`config.mk`:
```
export PLATFORM = sky130hd
export DESIGN_NAME = adc_port
export DESIGN_NICKNAME = d
export VERILOG_FILES = /design/src/verilog/adc_port_pkg.sv /design/src/verilog/adc_port.sv
export VERILOG_INCLUDE_DIRS = /design/src /design/src/verilog
export SDC_FILE = /design/constraint.sdc
export NUM_CORES = 1
export LEC_CHECK = 0
export BUFFER_PORTS_ARGS = -buffer_cell sky130_fd_sc_hd__buf_2
export CAP_MARGIN = 10
export CELL_PAD_IN_SITES_DETAIL_PLACEMENT = 1
export CELL_PAD_IN_SITES_GLOBAL_PLACEMENT = 1
export CORE_AREA = 2 2 75 77
export DETAILED_ROUTE_END_ITERATION = 8
export DIE_AREA = 0 0 77 79
export PLACE_DENSITY_LB_ADDON = 0.1
export SLEW_MARGIN = 20
export SYNTH_ARGS = -nofsm -noshare
export SYNTH_HDL_FRONTEND = slang
export SYNTH_SLANG_ARGS = --single-unit
export TNS_END_PERCENT = 30
```
`constraint.sdc`:
```
create_clock -name i_mclk -period 1.7 [get_ports i_mclk]
set_input_delay 0.17 -clock i_mclk [delete_from_list [all_inputs] [get_ports i_mclk]]
set_output_delay 0.17 -clock i_mclk [all_outputs]
set_load 0.05 [all_outputs]
```
`src/verilog/adc_port_consts.svh`:
```
// timing counts and field layout constants for the serial converter port
`ifndef ADC_PORT_CONSTS_SVH
`define ADC_PORT_CONSTS_SVH
`define RES_BITS 14
`define TRACK_EDGE 16
`define NAP_STROBES 2
`define SLEEP_STROBES 4
`define CODE_ALL_ONES 14'h3fff
`define CODE_ALL_ZEROS 14'h0000
`endif

```
`src/verilog/adc_port_pkg.sv`:
```
// types shared by the serial converter port
package adc_port_pkg;
   typedef enum logic [1:0] {
      PWR_ACTIVE,
      PWR_NAP,
      PWR_SLEEP
   } power_state_t;
   typedef struct packed {
      logic [13:0] code;
      logic over_range;
      logic under_range;
   } sample_t;
   typedef struct packed {
      logic data;
      logic oe;
   } tri_pin_t;
endpackage

```
`src/verilog/adc_port.sv`:
```
// digital side of a three-wire serial sampling converter
`timescale 1ns/100ps
`include "adc_port_consts.svh"
// Operation
// - convert strobe rise holds input, starts conversion
// - shift clock rise steps conversion, shifts bit
// - three-state output carries previous conversion's sample
// - two strobes, clock still, enter nap
// - four or more strobes, clock still, sleep
// - shift clock pulse wakes from sleep
// - saturate code above full scale, below zero
// - fourteen bits msb first, hi-z around word
// - ignore strobes until sixteen clock rises
// - straight unsigned binary, zero gives zeros
// - acquisition from sixteenth clock to next strobe
module adc_port #(
   parameter int RES_BITS = `RES_BITS,
   parameter int TRACK_EDGE = `TRACK_EDGE
) (
   input wire logic i_mclk,
   input wire logic i_rst_b,
   input wire logic i_shift_clk,
   input wire logic i_convert_strobe,
   input wire logic [13:0] i_sample_code,
   input wire logic i_over_range,
   input wire logic i_under_range,
   output logic o_serial_result_out,
   output logic o_serial_result_oe,
   output logic o_tracking,
   output logic o_nap,
   output logic o_sleep
);

   // ----------------------------------------------------------------
   // input synchronisers
   // ----------------------------------------------------------------
   logic [1:0] sck_sync_ff; // [0] first stage, read only by [1]
   logic [1:0] cnv_sync_ff;
   logic sck_last_ff; // previous synchronised level
   logic cnv_last_ff;
   logic sck_rise;
   logic cnv_rise;

   // two flops per pin; both pins come from the controller's domain
   always_ff @(posedge i_mclk or negedge i_rst_b) begin
      if (!i_rst_b) begin
         sck_sync_ff <= 2'h0;
         cnv_sync_ff <= 2'h0;
         sck_last_ff <= 1'b0;
         cnv_last_ff <= 1'b0;
      end else begin
         sck_sync_ff <= {sck_sync_ff[0], i_shift_clk};
         cnv_sync_ff <= {cnv_sync_ff[0], i_convert_strobe};
         sck_last_ff <= sck_sync_ff[1];
         cnv_last_ff <= cnv_sync_ff[1];
      end
   end

   assign sck_rise = sck_sync_ff[1] & ~sck_last_ff;
   assign cnv_rise = cnv_sync_ff[1] & ~cnv_last_ff;

   // ----------------------------------------------------------------
   // sample hold and code saturation
   // ----------------------------------------------------------------
   adc_port_pkg::sample_t held_ff; // frozen at strobe
   logic [13:0] sat_code; // clamped code of the frozen sample
   logic busy_ff; // conversion running, strobes ignored
   logic [4:0] edge_cnt_ff; // shift clock rises since strobe

   // out of range inputs override the converted value
   always_comb begin
      if (held_ff.over_range) begin
         sat_code = `CODE_ALL_ONES;
      end else if (held_ff.under_range) begin
         sat_code = `CODE_ALL_ZEROS;
      end else begin
         sat_code = held_ff.code; // straight binary passes through
      end
   end

   // freeze the input on an accepted strobe
   always_ff @(posedge i_mclk or negedge i_rst_b) begin
      if (!i_rst_b) begin
         held_ff <= '0;
      end else if (cnv_rise && !busy_ff) begin
         held_ff.code <= i_sample_code;
         held_ff.over_range <= i_over_range;
         held_ff.under_range <= i_under_range;
      end
   end

   // ----------------------------------------------------------------
   // conversion sequencing
   // ----------------------------------------------------------------
   // busy from an accepted strobe until the sixteenth clock rise
   always_ff @(posedge i_mclk or negedge i_rst_b) begin
      if (!i_rst_b) begin
         busy_ff <= 1'b0;
         edge_cnt_ff <= 5'h00;
      end else if (cnv_rise && !busy_ff) begin
         busy_ff <= 1'b1;
         edge_cnt_ff <= 5'h00;
      end else if (busy_ff && sck_rise) begin
         // each clock rise steps the conversion
         if (edge_cnt_ff == 5'(TRACK_EDGE - 1)) begin
            busy_ff <= 1'b0; // strobes accepted again
         end
         edge_cnt_ff <= edge_cnt_ff + 5'h01;
      end
   end

   // tracking window: sixteenth clock rise to next strobe
   always_ff @(posedge i_mclk or negedge i_rst_b) begin
      if (!i_rst_b) begin
         o_tracking <= 1'b1; // active and tracking after power-up
      end else if (cnv_rise && !busy_ff) begin
         o_tracking <= 1'b0;
      end else if (busy_ff && sck_rise &&
                   edge_cnt_ff == 5'(TRACK_EDGE - 1)) begin
         o_tracking <= 1'b1;
      end
   end

   // ----------------------------------------------------------------
   // serial output shifter
   // ----------------------------------------------------------------
   logic [13:0] shift_ff; // word being shifted out

   // the word shifted now is the one converted last time round;
   // a latency of one frame, as a pipelined converter shows.
   // at the accepting edge held_ff still carries the sample frozen
   // by the previous strobe, so its clamped code is loaded here,
   // and held_ff takes the new sample at the same edge.
   // a second pipeline stage would add a frame of latency,
   // so the clamped code goes straight into the shifter.
   // the first word after reset is all zeros, since held_ff
   // resets to zero and the clamp passes zero through.
   // limitation: a strobe refused while busy never refreshes
   // the held sample, so the controller must keep the spacing.
   // trade-off: loading the whole word at the strobe costs one
   // fourteen-bit register but keeps the bit path a single mux.
   // the bit after the first is read from bit twelve, because
   // the shift into position thirteen lands at the same edge.
   always_ff @(posedge i_mclk or negedge i_rst_b) begin
      if (!i_rst_b) begin
         shift_ff <= 14'h0000;
      end else if (cnv_rise && !busy_ff) begin
         shift_ff <= sat_code;
      end else if (busy_ff && sck_rise && edge_cnt_ff != 5'h00) begin
         shift_ff <= {shift_ff[12:0], 1'b0}; // msb first
      end
   end

   // drive bits on rises 1..14, release the pin otherwise
   always_ff @(posedge i_mclk or negedge i_rst_b) begin
      if (!i_rst_b) begin
         o_serial_result_oe <= 1'b0;
         o_serial_result_out <= 1'b0;
      end else if (busy_ff && sck_rise) begin
         if (edge_cnt_ff < 5'(RES_BITS)) begin
            o_serial_result_oe <= 1'b1;
            o_serial_result_out <= (edge_cnt_ff == 5'h00) ?
               shift_ff[13] : shift_ff[12]; // next bit
         end else begin
            o_serial_result_oe <= 1'b0; // hi-z after word
            o_serial_result_out <= 1'b0;
         end
      end else if (!busy_ff) begin
         o_serial_result_oe <= 1'b0; // hi-z before word
         o_serial_result_out <= 1'b0;
      end
   end

   // ----------------------------------------------------------------
   // power-down control
   // ----------------------------------------------------------------
   adc_port_pkg::power_state_t pwr_ff;
   logic [2:0] idle_strobes_ff; // strobes with clock held still

   // count strobes with no clock rise between; saturate at four.
   // the strobe that started the conversion counts as the first.
   always_ff @(posedge i_mclk or negedge i_rst_b) begin
      if (!i_rst_b) begin
         idle_strobes_ff <= 3'h0;
      end else if (sck_rise) begin
         idle_strobes_ff <= 3'h0;
      end else if (cnv_rise && idle_strobes_ff != 3'(`SLEEP_STROBES)) begin
         idle_strobes_ff <= idle_strobes_ff + 3'h1;
      end
   end

   // power state follows the strobe count; clock rise wakes
   always_ff @(posedge i_mclk or negedge i_rst_b) begin
      if (!i_rst_b) begin
         pwr_ff <= adc_port_pkg::PWR_ACTIVE;
      end else if (sck_rise) begin
         pwr_ff <= adc_port_pkg::PWR_ACTIVE;
      end else if (cnv_rise) begin
         if (idle_strobes_ff >= 3'(`SLEEP_STROBES - 1)) begin
            pwr_ff <= adc_port_pkg::PWR_SLEEP;
         end else if (idle_strobes_ff == 3'(`NAP_STROBES - 1)) begin
            pwr_ff <= adc_port_pkg::PWR_NAP;
         end
      end
   end

   // registered status outputs
   always_ff @(posedge i_mclk or negedge i_rst_b) begin
      if (!i_rst_b) begin
         o_nap <= 1'b0;
         o_sleep <= 1'b0;
      end else begin
         o_nap <= (pwr_ff == adc_port_pkg::PWR_NAP);
         o_sleep <= (pwr_ff == adc_port_pkg::PWR_SLEEP);
      end
   end

endmodule

```
==> results.cfg <==
[cts]
cts_buffers = 5
cts-root-buf = clkbuf_8
cts_buffer_depth = 2
cts_tree = done
cts.sinks = 52
htreeDepth = 2
clk_latency_ps = 300
clk_pin_slew_ps = 90

[synthesis]
synth_mux_area_share_pct = 1.292
yosysSeqAreaShare_pct = 56.03
synth.area.top_cells = dfrtp_1 (55%), nand2_1 (8.6%), a21oi_1 (7.1%), o21ai_0 (3.9%), a31oi_1 (3.8%)
synthesis.area_mm2 = 0.002325
yosys_warnings = 0
synthCells = 236
synth_compound_area_share_pct = 17.55
synth_top_area_share_pct = 54.90
synthSimpleGateAreaFrac_pct = 16.85
yosysUniqueCellTypes = 33
synthXorXnorAreaFrac_pct = 0
synth-seq-cells = 52
syn_area_per_cell_um2 = 9.851
synth_area_leader_cell = dfrtp_1
synth_top_family_by_area = compound AO/OA/AOI/OAI gates
syn_nets = 263
yosys.area_share.adder_pct = 3.767

[floorplanning]
io_pins = 25
die_w_um = 77
die_area_mm2 = 0.006083
start_util_pct = 43.55
num_rows = 27
core_mm2 = 0.005338
die_y_um = 79

[sta]
fin_tns_setup_ps = 0
fin_crit_sh_pct = 95.05
relSlewSlack_pct = 67.64
worstMarginPinSlew_ps = 484.8
finClkSkew_ps = 11.44
rsz0062_at_grt = no
setup_viol = 0
hold_viol_final = 0
whs_ps = 55.93
timing.final.crit_period_ps = 1616
drv_slew = 0
max_freq_mhz = 618.9

[routing]
detail-route-antenna-nets = 0
highest_layer = met4
met1Wirelength_mm = 2.429
drt-initial-drc-count = 55
firstDrtPassIters = 4
num_vias = 1844
drc = 0
route.met2.wl_mm = 2.822
wl_per_cell_um = 15.62
viasPerCell = 5.329
routed_wirelength_mm = 5.403
met3_length_um = 106

[place]
hpwlAfterDp_mm = 3.580
port_buffers = 24
gp_congestion = 0.8788

[critical_path]
cp_top_family = simple AND/OR/NAND/NOR gates
required_ps = 1880
crit_path_end_kind = register
cp_slowest_stage_delay_ps = 570
worst_ep_arrival_time_ps = 1790
worstPathMaxFanout = 7
crit_chain = inv_2, ha_4, or4b_4, a31oi_4, a21oi_1
crit_type = register to register
startpoint_type = register
cp_num_buf_inv = 1
cp_slowest_cell = or4b_4

[layout]
area_growth_pct = 20.77
final_common_cell = nand2_1
drive_above_1_share_pct = 22.63
fin_nets = 300
final_cell_mix = nand2_1 (53), dfrtp_1 (51), a21oi_1 (33), buf_2 (24), o21ai_0 (18)
antenna_cells = 0

[outcome]
outcome = completed

[global_routing]
grtUsageTotal_pct = 18.29
grt_pass1_vias = 1919
grt-ovfl-total = 0
grt_pass1_wl_mm = 8.825
antenna_found_initial = 0
grt_max_degree = 35

[power_and_ir_drop]
p_per_area_mw_per_mm2 = 1295
total_leakage_power_nw = 1.311
peakVddDrop_mv = 0.4901

[run]
cap_violations = 0

[hold_path]
min_path_type = input port to register
-- report_power, final --
group | total, mW | switching, mW | leakage (nW) | internal [mW]
Combinational | 1.16 | 0.683 | 0.612 | 0.473
Sequential | 1.76 | 0.212 | 0.648 | 1.55
Clock | 0.721 | 0.395 | 0.0510 | 0.326
Total | 3.64 | 1.29 | 1.31 | 2.35
-- tightest hold or removal path, cell delays in order --
cell and delay, ps:
buf_2 70, nand2_1 40, nand2_1 40
-- path summary, 6_finish.rpt --
kind / start / end / slack (ps) / depth (start not counted)
setup / recovery: edge_cnt_ff[0]$_DFFE_PN0P_ / shift_ff[12]$_DFFE_PN0P_ / 80 / 5
hold / removal: i_sample_code[9] / held_ff[11]$_DFFE_PN0P_ / 60 / 3
setup reg to reg: edge_cnt_ff[0]$_DFFE_PN0P_ / shift_ff[12]$_DFFE_PN0P_ / 80 / 5
hold reg to reg: sck_sync_ff[0]$_DFF_PN0_ / sck_sync_ff[1]$_DFF_PN0_ / 360 / 0
max in group asynchronous: i_rst_b / shift_ff[6]$_DFFE_PN0P_ / 830 / 3
min in group asynchronous: i_rst_b / idle_strobes_ff[2]$_DFFE_PN0P_ / 340 / 2
-- layout make-up --
class / instances / area [µm²]
fill: 635 / 2530
sequential: 52 / 1303
multi-input combinational: 163 / 1010
timing repair buffer: 43 / 282.8
tap: 72 / 90.09
clock buffer: 6 / 82.58
inverter: 8 / 30.03
clock inverter: 2 / 10.01
-- what timing repair did --
item,in CTS,in global routing
setup buffers,0,2
setup endpoints to repair,0,13
hold buffers,3,0
resized for setup,0,9
endpoints found under the hold margin,19,0
-- stage by stage --
step,utilization (%),power [mW],std cells,instance area (µm²),setup slack (ps)
global placement,48.41,2.740,332,2584,89.52
CTS,50.70,3.505,343,2706,2.559
floorplan,-,2.424,236,2325,125.1
detailed placement,48.41,2.771,332,2584,35.45
finish,52.60,3.637,346,2808,84.17
global route,52.60,3.877,346,2808,21.72
-- sequential cells by signal (all words and copies together), names as in the netlist --
signal               cells
busy_ff                  1
shift_ff                14
o_serial_result_oe       1
edge_cnt_ff              5
o_serial_result_out      1
sck_last_ff              1
cnv_last_ff              1
idle_strobes_ff          3
cnv_sync_ff              2
pwr_ff                   2
o_nap                    1
o_tracking               1
o_sleep                  1
held_ff                 16
sck_sync_ff              2
-- per-layer routing --
metal,track usage (%),up-vias
met5,0,-
met1,21.94,931
li1,-,885
met4,5.179,0
met2,33.25,24
met3,3.977,4
-- Yosys cell counts --
cell and n:
and3_2 1, nand2b_1 2, o22ai_1 3, or3b_2 1, o21ai_0 18, clkbuf_2 2, dfrtp_1 51, dfstp_2 1
a31oi_1 14, nor3b_2 1, nand3b_1 1, inv_1 8, nand2_1 53, and3b_1 1, a22o_1 2, nand3_1 3
and2_1 1, buf_2 4, or3_1 1, or4b_4 2, clkbuf_1 6, nor4bb_1 1, ha_1 7, o211ai_1 1
nor2b_1 5, o2bb2ai_1 1, buf_6 2, a21oi_1 33, nor4b_4 1, nor2_1 4, mux2i_1 3, a211oi_1 1
o21ai_1 1
-- cells by family (layout without fill, tap and decap cells) --
| family | after synthesis | count (layout) |
|---|---|---|
| compound gates | 74 | 74 |
| simple gates | 78 | 79 |
| fa+ha+maj | 7 | 7 |
| buf+inv | 22 | 59 |
| mux | 3 | 3 |
| flops | 52 | 52 |
(Power assumes the default switching activity.)
